`src/gds_pkg.sv`:
```
// Package for the pad I/O logic block: register map, field layouts, modes and delay limits.
// Assumes one core clock that also serves as the serializer fast clock.
package gds_pkg;
    localparam int GDS_ADDR_W = 4;
    localparam int GDS_DATA_W = 32;
    localparam logic [3:0] GDS_CFG_ADDR = 4'h0;
    localparam logic [3:0] GDS_DLY_ADDR = 4'h4;
    localparam logic [3:0] GDS_STAT_ADDR = 4'h8;

    localparam int GDS_NARROW_STEPS = 16;
    localparam int GDS_WIDE_STEPS = 64;
    localparam int GDS_DYN_STEPS = 64;
    localparam int GDS_SER_WIDTH = 4;
    localparam int GDS_IN_LINE_DEPTH = GDS_NARROW_STEPS + GDS_DYN_STEPS;
    localparam int GDS_OUT_LINE_DEPTH = GDS_WIDE_STEPS;
    localparam logic [5:0] GDS_NARROW_MAX = 6'h0f;
    localparam logic [5:0] GDS_WIDE_MAX = 6'h3f;

    localparam logic [2:0] GDS_BYP_GLOBAL = 3'h0;
    localparam logic [2:0] GDS_BYP_REGIONAL = 3'h1;
    localparam logic [2:0] GDS_BYP_SYNTH_REF = 3'h2;
    localparam logic [2:0] GDS_BYP_SYNTH_FB = 3'h3;
    localparam logic [2:0] GDS_BYP_VREF = 3'h4;
    localparam int GDS_BYP_TARGETS = 5;

    typedef enum logic [1:0] {
        GDS_MODE_SINGLE,
        GDS_MODE_DOUBLE,
        GDS_MODE_SERDES,
        GDS_MODE_BYPASS
    } gds_mode_t;

    // Configuration word, bit 0 at the bottom (mode in [1:0], bypass target in [15:13])
    typedef struct packed {
        logic [2:0] bypass_target;
        logic dyn_delay_en;
        logic resync;
        logic out_invert;
        logic oe_fall;
        logic out_fall;
        logic in_fall;
        logic oe_reg;
        logic out_reg;
        logic in_reg;
        logic diff;
        logic high_speed;
        gds_mode_t mode;
    } gds_cfg_t;
    localparam gds_cfg_t GDS_CFG_RESET = '0;

    // Delay word: input static [5:0], output static [13:8], dynamic start [21:16]
    typedef struct packed {
        logic [5:0] dyn_init;
        logic [1:0] rsv1;
        logic [5:0] out_static;
        logic [1:0] rsv0;
        logic [5:0] in_static;
    } gds_dly_t;
    localparam gds_dly_t GDS_DLY_RESET = '0;
    localparam logic [21:0] GDS_DLY_WMASK = 22'h3f3f3f;

    typedef struct packed {
        logic p_out;
        logic p_oe;
        logic n_out;
        logic n_oe;
    } gds_pad_drive_t;

    typedef struct packed {
        logic [GDS_ADDR_W-1:0] addr;
        logic [GDS_DATA_W-1:0] wr_data;
        logic wr;
        logic rd;
    } gds_bus_req_t;
endpackage : gds_pkg

```
`src/gds_pad_logic.sv`:
```
// Pad I/O logic between core fabric and one pad pair: registers, double rate, 1:4 serdes,
// static and dynamic delay chains, bypass input tap.
// Assumes clk is the fast bit clock; launch and capture edges are alternate clk cycles.
// Inputs are synchronous to clk; the pad buffer resolves the three-signal pins.

// Functional notes
// - Narrow pads give 16-step static in/out delay
// - Differential receive: 64 steps, static excludes dynamic
// - Differential transmit: 64-step static output delay
// - Dynamic delay 64 steps, input path only
// - Differential delays act on positive leg only
// - Plain mode uses bit zero both ways
// - Double rate input: rise bit0, fall bit1
// - Double rate output: bit0 rise, bit1 fall
// - Deserializer: earliest bit on bit 0
// - Serializer: bit 0 first, bit 3 last
// - High-voltage bypass: synth reference, unregistered only
// - High-speed bypass: five targets, unregistered only
// - Output enable optionally registered on launch
// - Delay moves only when enabled, direction
// - Delay reset restores initial step
// - Launch clocks output/enable, capture clocks input
// - Separate fast clocks for serializer paths; here the one clk serves both
// - Pair is two pins or one differential
// - Serdes full rate, one bit per clock
// - Resync holds fall sample half cycle
// - Edge selectable registers, output inversion on registered plain and double rate output
module gds_pad_logic (
    input wire logic clk,
    input wire logic rst,
    input wire gds_pkg::gds_bus_req_t bus,
    output logic [gds_pkg::GDS_DATA_W-1:0] rd_data,
    input wire logic [gds_pkg::GDS_SER_WIDTH-1:0] drive_word,
    input wire logic drive_enable,
    input wire logic negative_leg_drive_enable,
    input wire logic second_drive,
    input wire logic second_drive_enable,
    input wire logic delay_step_enable,
    input wire logic delay_step_direction,
    input wire logic delay_counter_reset,
    output logic [gds_pkg::GDS_SER_WIDTH-1:0] sample_word,
    output logic second_sample,
    output logic bypass_input_tap,
    output logic [gds_pkg::GDS_BYP_TARGETS-1:0] bypass_route,
    input wire logic pad_p_in,
    input wire logic pad_n_in,
    output gds_pkg::gds_pad_drive_t pads
);
    import gds_pkg::*;

    function automatic logic [5:0] clamp_steps(input logic [5:0] v, input logic wide);
        clamp_steps = (!wide && v > GDS_NARROW_MAX) ? GDS_NARROW_MAX : v;
    endfunction : clamp_steps

    gds_cfg_t cfg;
    gds_dly_t dly;
    logic phase;
    logic [1:0] ser_count;
    logic [5:0] dyn_cnt;
    logic [GDS_IN_LINE_DEPTH-2:0] in_line;
    logic [GDS_OUT_LINE_DEPTH-2:0] out_line;
    logic out_q;
    logic oe_q;
    logic ddr_hold;
    logic fall_hold;
    logic [GDS_SER_WIDTH-2:0] ser_shift;
    logic [GDS_SER_WIDTH-1:0] des_shift;

    logic diff_eff;
    logic dyn_on;
    gds_mode_t eff_mode;
    logic [5:0] in_static_eff;
    logic [5:0] out_static_eff;
    logic [6:0] in_tap;
    logic conflict;
    logic din;
    logic dout;
    logic launch_edge;
    logic capture_edge;
    logic bypass_ok;
    logic [GDS_IN_LINE_DEPTH-1:0] in_taps;
    logic [GDS_OUT_LINE_DEPTH-1:0] out_taps;

    // differential use exists only on the high-speed pair
    assign diff_eff = cfg.diff & cfg.high_speed;
    // dynamic chain only on the high-speed input path
    assign dyn_on = cfg.dyn_delay_en & cfg.high_speed;
    // serdes is full rate only and missing on the high-voltage pad
    assign eff_mode = (cfg.mode == GDS_MODE_SERDES && !cfg.high_speed) ? GDS_MODE_SINGLE : cfg.mode;
    // narrow pads clamp static settings to 16 steps
    assign in_static_eff = clamp_steps(dly.in_static, diff_eff);
    // differential transmit gets the full 64-step output chain
    assign out_static_eff = clamp_steps(dly.out_static, diff_eff);
    assign conflict = diff_eff & dyn_on & (dly.in_static != 6'h00);

    // on a differential receiver the dynamic setting replaces the static one
    always_comb begin
        if (diff_eff) begin
            in_tap = dyn_on ? {1'b0, dyn_cnt} : {1'b0, in_static_eff};
        end else begin
            in_tap = {1'b0, in_static_eff} + (dyn_on ? {1'b0, dyn_cnt} : 7'h00);
        end
    end

    // only the positive leg passes through the delay chains
    assign in_taps = {in_line, pad_p_in};
    assign din = in_taps[in_tap];
    assign out_taps = {out_line, out_q};
    assign dout = out_taps[out_static_eff];

    // launch and capture edges are the alternating clk phases
    // each register picks its own edge
    assign launch_edge = cfg.out_fall ? phase : !phase;
    assign capture_edge = cfg.in_fall ? phase : !phase;

    // high-voltage bypass feeds the synthesizer reference only
    // high-speed bypass may feed any of the five targets
    assign bypass_ok = (cfg.mode == GDS_MODE_BYPASS) && !cfg.in_reg &&
        (cfg.high_speed ? (cfg.bypass_target <= GDS_BYP_VREF)
                        : (cfg.bypass_target == GDS_BYP_SYNTH_REF));

    always_ff @(posedge clk) begin
        if (rst) begin
            cfg <= GDS_CFG_RESET;
            dly <= GDS_DLY_RESET;
        end else if (bus.wr) begin
            if (bus.addr == GDS_CFG_ADDR) begin
                cfg <= gds_cfg_t'(bus.wr_data[15:0]);
            end
            if (bus.addr == GDS_DLY_ADDR) begin
                dly <= gds_dly_t'(bus.wr_data[21:0] & GDS_DLY_WMASK);
            end
        end
    end

    // Unmapped addresses read zero; data stands only in the cycle after the strobe
    always_ff @(posedge clk) begin
        if (rst) begin
            rd_data <= '0;
        end else if (bus.rd) begin
            case (bus.addr)
                GDS_CFG_ADDR: rd_data <= {16'h0000, cfg};
                GDS_DLY_ADDR: rd_data <= {10'h000, dly};
                GDS_STAT_ADDR: rd_data <= {14'h0000, bypass_ok, conflict, 2'h0, dyn_cnt,
                    1'b0, in_tap};
                default: rd_data <= '0;
            endcase
        end else begin
            rd_data <= '0;
        end
    end

    // the serdes counters run on clk, which stands for both fast clocks
    always_ff @(posedge clk) begin
        if (rst) begin
            phase <= 1'b0;
            ser_count <= 2'h0;
        end else begin
            phase <= !phase;
            ser_count <= ser_count + 2'h1;
        end
    end

    // the delay moves only while enabled, up on 1 and down on 0
    // the delay reset restores the programmed start step
    // inputs sampled on the edge, so at most one step per cycle
    always_ff @(posedge clk) begin
        if (rst) begin
            dyn_cnt <= 6'h00;
        end else if (delay_counter_reset) begin
            dyn_cnt <= dly.dyn_init;
        end else if (delay_step_enable) begin
            if (delay_step_direction) begin
                dyn_cnt <= (dyn_cnt == GDS_WIDE_MAX) ? dyn_cnt : dyn_cnt + 6'h01;
            end else begin
                dyn_cnt <= (dyn_cnt == 6'h00) ? dyn_cnt : dyn_cnt - 6'h01;
            end
        end
    end

    always_ff @(posedge clk) begin
        if (rst) begin
            in_line <= '0;
            out_line <= '0;
        end else begin
            in_line <= in_taps[GDS_IN_LINE_DEPTH-2:0];
            out_line <= out_taps[GDS_OUT_LINE_DEPTH-2:0];
        end
    end

    always_ff @(posedge clk) begin
        if (rst) begin
            out_q <= 1'b0;
            ddr_hold <= 1'b0;
            ser_shift <= '0;
        end else begin
            case (eff_mode)
                // bit 0 at the rising launch edge, bit 1 at the falling one
                GDS_MODE_DOUBLE: begin
                    if (!phase) begin
                        out_q <= drive_word[0] ^ cfg.out_invert;
                        ddr_hold <= drive_word[1];
                    end else begin
                        out_q <= ddr_hold ^ cfg.out_invert;
                    end
                end
                // bit 0 leaves first, bit 3 last
                GDS_MODE_SERDES: begin
                    if (ser_count == 2'h0) begin
                        out_q <= drive_word[0];
                        ser_shift <= drive_word[3:1];
                    end else begin
                        out_q <= ser_shift[0];
                        ser_shift <= {1'b0, ser_shift[2:1]};
                    end
                end
                default: begin
                    // plain output comes from bit zero
                    if (!cfg.out_reg) begin
                        out_q <= drive_word[0];
                    end else if (launch_edge) begin
                        out_q <= drive_word[0] ^ cfg.out_invert;
                    end
                end
            endcase
        end
    end

    // enable is either registered on the launch edge or followed each cycle
    always_ff @(posedge clk) begin
        if (rst) begin
            oe_q <= 1'b0;
        end else if (!cfg.oe_reg || (cfg.oe_fall ? phase : !phase)) begin
            oe_q <= drive_enable;
        end
    end

    // Pad drive; the negative leg follows its own enable so a bad core drive shows on the pin
    always_ff @(posedge clk) begin
        if (rst) begin
            pads <= '0;
            second_sample <= 1'b0;
        end else begin
            pads.p_out <= dout;
            pads.p_oe <= oe_q;
            second_sample <= cfg.high_speed & !diff_eff & pad_n_in;
            if (diff_eff) begin
                pads.n_out <= !dout;
                // core drives this enable the same as the positive one
                pads.n_oe <= negative_leg_drive_enable;
            end else if (cfg.high_speed) begin
                // the negative pin is an independent plain pin
                pads.n_out <= second_drive;
                pads.n_oe <= second_drive_enable;
            end else begin
                pads.n_out <= 1'b0;
                pads.n_oe <= 1'b0;
            end
        end
    end

    always_ff @(posedge clk) begin
        if (rst) begin
            sample_word <= '0;
            fall_hold <= 1'b0;
            des_shift <= '0;
        end else begin
            des_shift <= {din, des_shift[3:1]};
            case (eff_mode)
                // rise sample on bit 0, fall sample on bit 1
                GDS_MODE_DOUBLE: begin
                    if (!phase) begin
                        sample_word[0] <= din;
                        // the held fall sample joins the rising edge
                        if (cfg.resync) begin
                            sample_word[1] <= fall_hold;
                        end
                    end else if (cfg.resync) begin
                        fall_hold <= din;
                    end else begin
                        sample_word[1] <= din;
                    end
                end
                // earliest bit lands in bit 0
                GDS_MODE_SERDES: begin
                    if (ser_count == 2'h3) begin
                        sample_word <= {din, des_shift[3:1]};
                    end
                end
                GDS_MODE_BYPASS: sample_word <= '0;
                default: begin
                    // plain input lands on bit zero
                    if (!cfg.in_reg || capture_edge) begin
                        sample_word <= {3'h0, din};
                    end
                end
            endcase
        end
    end

    // bypass tap never passes through an input register
    always_ff @(posedge clk) begin
        if (rst) begin
            bypass_input_tap <= 1'b0;
            bypass_route <= '0;
        end else begin
            bypass_input_tap <= bypass_ok & din;
            bypass_route <= bypass_ok ? GDS_BYP_TARGETS'(5'h01 << cfg.bypass_target) : '0;
        end
    end
endmodule : gds_pad_logic

```
`config.mk`:
```
export PLATFORM = sky130hd
export DESIGN_NAME = gds_pad_logic
export DESIGN_NICKNAME = d
export VERILOG_FILES = /design/src/gds_pkg.sv /design/src/gds_pad_logic.sv
export SDC_FILE = /design/constraint.sdc
export NUM_CORES = 1
export LEC_CHECK = 0
export BUFFER_PORTS_ARGS = -buffer_cell sky130_fd_sc_hd__buf_2
export CAP_MARGIN = 5
export CORE_UTILIZATION = 40
export CTS_CLUSTER_DIAMETER = 120
export DETAILED_ROUTE_END_ITERATION = 10
export GPL_ROUTABILITY_DRIVEN = 0
export PLACE_DENSITY = 0.68
export SYNTH_ARGS = -nofsm -noshare
export SYNTH_HDL_FRONTEND = slang
export SYNTH_SLANG_ARGS = --single-unit
export TNS_END_PERCENT = 100
```
`constraint.sdc`:
```
create_clock -name clk -period 3.55 [get_ports clk]
set_input_delay 0.355 -clock clk [delete_from_list [all_inputs] [get_ports clk]]
set_output_delay 0.355 -clock clk [all_outputs]
set_load 0.03 [all_outputs]
```
# ---- Word level (Yosys, flattened, before mapping)
# Cells that the tools add are included.
dict set report word_totals {
  register_bits 243
}
dict set report classes {
  addsub 4
  n_lt_le_gt_ge 5
  n_eq_ne 17
  shifts 1
  n_mux 36
  n_bitwise 13
  n_reduce_logical 30
}
# operator n
set ops {}
lappend ops {{case mux 22 bit (3 select lines)} 1}
lappend ops {{2-to-1 mux 6 bit} 9}
lappend ops {{2-to-1 mux 1 bit} 14}
lappend ops {{> comparator 6 x 4 -> 1 bit, second input constant} 2}
lappend ops {{!= test 3 bit, second input constant} 4}
lappend ops {{case mux 2 bit (3 select lines)} 2}
lappend ops {{AND reduction 3 bit} 4}
lappend ops {{== test 2 bit, second input constant} 5}
lappend ops {{< comparator 7 x 8 -> 1 bit, second input constant} 1}
lappend ops {{2-to-1 mux 4 bit} 2}
lappend ops {{adder 6 x 6 -> 7 bit} 1}
lappend ops {{bitwise AND 1 bit} 7}
lappend ops {{binary-select mux 1 bit (select 7 bit)} 1}
lappend ops {{< comparator 6 x 7 -> 1 bit, second input constant} 1}
lappend ops {{2-to-1 mux 7 bit} 1}
lappend ops {{adder 6 x 1 -> 6 bit, second input constant} 1}
lappend ops {{binary-select mux 1 bit (select 6 bit)} 1}
lappend ops {{== test 6 bit, second input constant} 1}
lappend ops {{logical NOT 1 bit} 6}
lappend ops {{logical NOT 6 bit} 1}
lappend ops {{2-to-1 mux 2 bit} 3}
lappend ops {{AND reduction 2 bit} 3}
lappend ops {{nonzero test 6 bit} 1}
lappend ops {{subtractor 6 x 1 -> 6 bit, second input constant} 1}
lappend ops {{other kinds (22)} 33}

# ---- Longest topological paths before layout
dict set report depth {
  word_depth 11
  depth_mapped 17
  ltp_nobuf 14
}

# ---- Worst setup path after synthesis
# Ideal clock, no wire load.
dict set report synth_path {
  path_type {register to register}
  from {reg cfg[2] in the netlist's numbering}
  to {reg sample_word[0] in the netlist's numbering}
  setup_time_ps 126
  t_arrival_ps 3291
  required_ps 3424
  slack_ps 133
  stages_incl_launch_ff 17
  n_path_buf 3
  synth_period_minus_slack_ps 3417
  cell_sequence {dfxtp_1 > clkbuf_1 > clkbuf_1 > and3_1 > ha_1 > inv_1 > fa_1 > xnor2_1 > nor2_1 > a21oi_1 > clkbuf_1 > nor4_1 > or4_1 > a2bb2oi_2 > nand2b_2 > o221ai_1 > a31oi_1}
}
dict set report synth_between {
  elab_chain_len 10
  elab_cells_between_ends 24
  classes_between {add/sub (1); eq/ne (5); mux (10); bitwise (2); reduce/logical (6)}
}
# item line
set synth_rtl {}
lappend synth_rtl {{start, declared} gds_pad_logic.sv:55} ;# gds_cfg_t cfg;
lappend synth_rtl {{start signal, assigned} gds_pad_logic.sv:128} ;# cfg <= gds_cfg_t'(bus.wr_data[15:0]);
lappend synth_rtl {{bitwise AND 1 bit} gds_pad_logic.sv:85} ;# assign diff_eff = cfg.diff & cfg.high_speed;
lappend synth_rtl {{logical NOT 1 bit} gds_pad_logic.sv:52} ;# clamp_steps = (!wide && v > GDS_NARROW_MAX) ? GDS_NARROW_MAX : v;
lappend synth_rtl {{logical AND 1 bit} gds_pad_logic.sv:52}
lappend synth_rtl {{2-to-1 mux 6 bit} gds_pad_logic.sv:52}
lappend synth_rtl {{adder 6 x 6 -> 7 bit / 2-to-1 mux 6 bit (equally long branches)} {gds_pad_logic.sv:101, gds_pad_logic.sv:99}}
lappend synth_rtl {{2-to-1 mux 7 bit} gds_pad_logic.sv:98} ;# if (diff_eff) begin
lappend synth_rtl {{binary-select mux 1 bit (select 7 bit)} gds_pad_logic.sv:107} ;# assign din = in_taps[in_tap];
lappend synth_rtl {{2-to-1 mux 1 bit (implied by the code)} gds_pad_logic.sv:107}
lappend synth_rtl {{2-to-1 mux 4 bit / 2-to-1 mux 1 bit (equally long branches)} {gds_pad_logic.sv:293, gds_pad_logic.sv:272}}
lappend synth_rtl {{case mux 2 bit (3 select lines)} gds_pad_logic.sv:269} ;# case (eff_mode)
lappend synth_rtl {{end signal, assigned} gds_pad_logic.sv:287} ;# sample_word <= {din, des_shift[3:1]};
lappend synth_rtl {{end signal, assigned} gds_pad_logic.sv:294} ;# sample_word <= {3'h0, din};
lappend synth_rtl {{end, declared} gds_pad_logic.sv:41} ;# output logic [gds_pkg::GDS_SER_WIDTH-1:0] sample_word,
# Parallel ways exist; a longest one is shown, timed or not. The select of a mux whose other input is x is not followed.
# A chain may end at the register's enable or synchronous reset.

# ---- Final worst setup path
dict set report layout_path {
  from {reg dly[4] in the netlist's numbering}
  to {reg sample_word[3] in the netlist's numbering}
}
dict set report layout_between {
  elab_chain_len 9
  elab_cells_between_ends 10
  classes_between {add/sub (1); order compare (1); mux (7); reduce/logical (1)}
}
# item line
set layout_rtl {}
lappend layout_rtl {{start, declared} gds_pad_logic.sv:56} ;# gds_dly_t dly;
lappend layout_rtl {{start signal, assigned} gds_pad_logic.sv:131} ;# dly <= gds_dly_t'(bus.wr_data[21:0] & GDS_DLY_WMASK);
lappend layout_rtl {{> comparator 6 x 4 -> 1 bit} gds_pad_logic.sv:52}
lappend layout_rtl {{logical AND 1 bit} gds_pad_logic.sv:52}
lappend layout_rtl {{2-to-1 mux 6 bit *} gds_pad_logic.sv:52}
lappend layout_rtl {{adder 6 x 6 -> 7 bit / 2-to-1 mux 6 bit (equally long branches)} {gds_pad_logic.sv:101, gds_pad_logic.sv:99}}
lappend layout_rtl {{2-to-1 mux 7 bit *} gds_pad_logic.sv:98}
lappend layout_rtl {{binary-select mux 1 bit (select 7 bit) *} gds_pad_logic.sv:107}
lappend layout_rtl {{2-to-1 mux 1 bit (implied by the code) *} gds_pad_logic.sv:107}
lappend layout_rtl {{2-to-1 mux 4 bit *} gds_pad_logic.sv:286} ;# if (ser_count == 2'h3) begin
lappend layout_rtl {{case mux 2 bit (3 select lines) *} gds_pad_logic.sv:269}
# Mark *: on every way between the ends. The rest lies on a longest branch, timed or not. The select of a mux whose other input is x is not followed.

==> flow_summary_export.csv <==
group,metric,value,unit
status,status,"completed",
setup_path,rr_worst_depth,13,
sta,drv_slew,0,
floorplan,fp-row-count,56,
sta,timing.final.crit_share,95.9,%
power,powerDensity,485,mW/mm^2
logic_synthesis,yosysWarningCount,0,
setup_path,arrival,3.78,ns
sta,setup_tns,0,ns
power,p_leak,4.62,nW
power,ir_drop,0.379,mV
logic_synthesis,synth_cells,1013,
floorplan,io_pins,100,
grt,antenna_found_initial,1,
cells_and_area,diodes,0,
floorplan,dieArea,0.0249,sq mm
clock_tree,clk-insertion-delay-late,0.53,ns
power,internal_power,4.34,mW
floorplan,start_util,41.1,%
cells_and_area,drive_gt1_share,19.0,%
grt,grt_pass1_vias,7202,
clock_tree,cts_made_buffers,24,
clock_tree,h-tree-depth,1,
sta,worstMarginPinSlew,1.06,ns
route,vias_per_cell,5.29,
power,p_seq_share,47.4,%
cells_and_area,area_growth,18.1,%
route,vias,7618,
grt,grt-ovfl-total,0,
clock_tree,cts_sinks,232,
floorplan,core_area,0.0237,sq mm
setup_path,crit_fanout,5,
power,swShare,22.1,%
sta,max_slew_margin,29.3,%
logic_synthesis,async_flop_share,0,%
grt,grt_first_pass_wirelength,37.6,mm
sta,whs,0.0674,ns
placement,dp_cells,1388,
cells_and_area,fin_nets,1177,
setup_path,startpoint_type,"register",
route,drt_iter0_markers,532,
floorplan,die_width,158,um
sta,setup_viol,0,
grt,grt_util_all_layers,19.0,%
floorplan,die_y,158,um
placement,portBuffers,79,
logic_synthesis,synth_cell_types,76,
clock_tree,root_buffer,"clkbuf_16",
route,routedWlPerCell,16.4,um
power,power,5.58,mW
logic_synthesis,avgSynthCellArea,9.60,sq um
placement,place_hpwl,16.3,mm
min_path,hp-class,"input port to register",
logic_synthesis,synth_edf_count,0,
setup_path,worstPathRequired,3.93,ns
grt,grt_max_degree,104,
setup_path,cp-end-kind,"register",
route,remaining_drc_errors,0,
logic_synthesis,ys_seq_area_share,47.7,%
setup_path,path_class,"register to register",
power,switchingPower,1.23,mW
logic_synthesis,ys.flop_type,"dfxtp_1",
logic_synthesis,synth_seq_cells,232,
route,detailedRoute.firstPassIterationCount,8,
min_path,whs_path_depth,3,
sta,hold_viol,0,
power,power_frac_comb,5.6,%
route,wirelength,23.6,mm
power,p_clk_share,47.0,%
clock_tree,cts_tree,"built",
run,cap_violations,0,
route,drtAntennaViolNets,0,
cells_and_area,instances_no_fill,1441,
sta,timing.fmax,294,MHz
logic_synthesis,netlist_area,0.00973,sq mm
cells_and_area,utilization,48.5,%
clock_tree,clkSlewWorstSetupHoldPaths,0.06,ns
clock_tree,clockBufferDepth,3,
sta,skew,0.0235,ns
clock_tree,cts_hold_buf,0,
sta,min_period,3.41,ns
[metal layers]
layer	vias to the layer above	global-route usage, %	wire [um]
li1	3684	-	-
met1	3635	25.5	10600
met2	242	30.1	10700
met3	55	4.08	1700
met4	2	6.82	708
met5	-	0	8
[stage by stage]
stage / setup WS (ns) / cell area [sq um]
CTS: 0.0245 / 11300
floorplan: 0.133 / 9760
global placement: 0.0649 / 10500
finish: 0.145 / 11500
global route: -0.000448 / 11500
detailed placement: -0.0383 / 10500
[critical path, stage by stage (launching register included)]
cell       delay (ns)
dfxtp_1          0.32
a2bb2oi_2        0.16
buf_4            0.14
or2_2            0.27
ha_1             0.35
a21oi_1          0.23
and3b_1          0.28
o31a_1           0.25
a2111oi_0        0.10
or4_4            0.59
a2bb2oi_4        0.17
nand2b_2         0.10
o21ai_4          0.20
o41ai_2          0.08
[final timing paths]
path	slack [ns]	end	startpoint
hold reg to reg	0.45	ser_count[0]	ser_count[0]
setup reg to reg	0.14	sample_word[3]	dly[4]
hold / removal	0.07	dly[21]	bus[23]
setup / recovery	0.14	sample_word[3]	dly[4]
[repair_timing]
action                     in CTS  in global routing
setup endpoints to repair       2                  6
pin swaps                       0                  3
gates resized for setup         1                 12
setup buffers                   0                 10
gates cloned                    0                  1
[layout make-up]
class                      count  area (sq um)
fill                        2250         12200
clock buffer                  34           668
timing repair buffer         133           827
inverter                      16          60.1
sequential                   232          4640
clock inverter                 8           155
tap                          319           399
multi-input combinational    699          4740
[state kept, by name (all words and copies together), names as in the netlist]
register,count
in_line,79
out_line,63
rd_data,22
dly,18
cfg,16
dyn_cnt,6
bypass_route,5
pads,4
sample_word,4
des_shift,3
ser_shift,3
ser_count,2
bypass_input_tap,1
ddr_hold,1
fall_hold,1
oe_q,1
out_q,1
phase,1
second_sample,1
[layout by cell type, fill, tap and decap left out, types with 15 or more instances in the layout]
cell	instances
clkbuf_16	24
buf_4	51
buf_2	78
inv_1	16
nand2_1	120
ha_1	16
o21ai_0	16
a21oi_1	66
and3_1	20
nor2b_1	160
mux2i_1	40
nor2_1	53
a221oi_1	15
dfxtp_1	232
[Yosys cell counts, types with 5 or more instances]
cell type,instances,area (sq um)
buf_4,11,82.6
a211oi_1,7,52.6
nand2_1,120,450
or2_2,5,31.3
a21o_1,5,37.5
buf_2,5,25.0
o221ai_1,10,87.6
ha_1,16,200
nor2b_1,160,1000
a222oi_1,12,120
o21ai_0,16,80.1
nor4_1,9,56.3
mux2i_1,40,400
nand3b_1,5,37.5
inv_1,16,60.1
mux4_2,9,203
dfxtp_1,232,4640
nand3_1,6,30.0
clkbuf_1,50,188
a221oi_1,18,158
buf_6,6,67.6
a21oi_1,67,335
a22oi_1,7,52.6
mux2_2,7,78.8
nand2b_1,6,37.5
xnor2_1,11,96.3
a31oi_1,5,31.3
and3_1,20,125
nor2_1,53,199
[kinds of logic (layout without fill, tap and decap cells)]
family          Yosys count  after routing  share of synthesized area, %
fa+ha+maj                18             18                          2.47
simple gates            411            411                          22.3
buf+inv                  92            191                          4.80
compound gates          184            184                          13.4
flops                   232            232                          47.7
other cells               1             10                        0.0385
xor+xnor                 15             15                          1.35
mux                      60             61                          7.90
[power by group through the flow]
stage	Combinational (mW)	Clock [mW]	Sequential, mW
2_1_floorplan	0.210	0	2.70
3_3_place_gp	0.299	0	2.70
3_5_place_dp	0.303	0	2.70
4_1_cts	0.304	2.68	2.64
5_1_grt	0.346	2.77	2.64
6_report	0.314	2.62	2.64
Note: power is estimated with default switching activity, not from simulation.
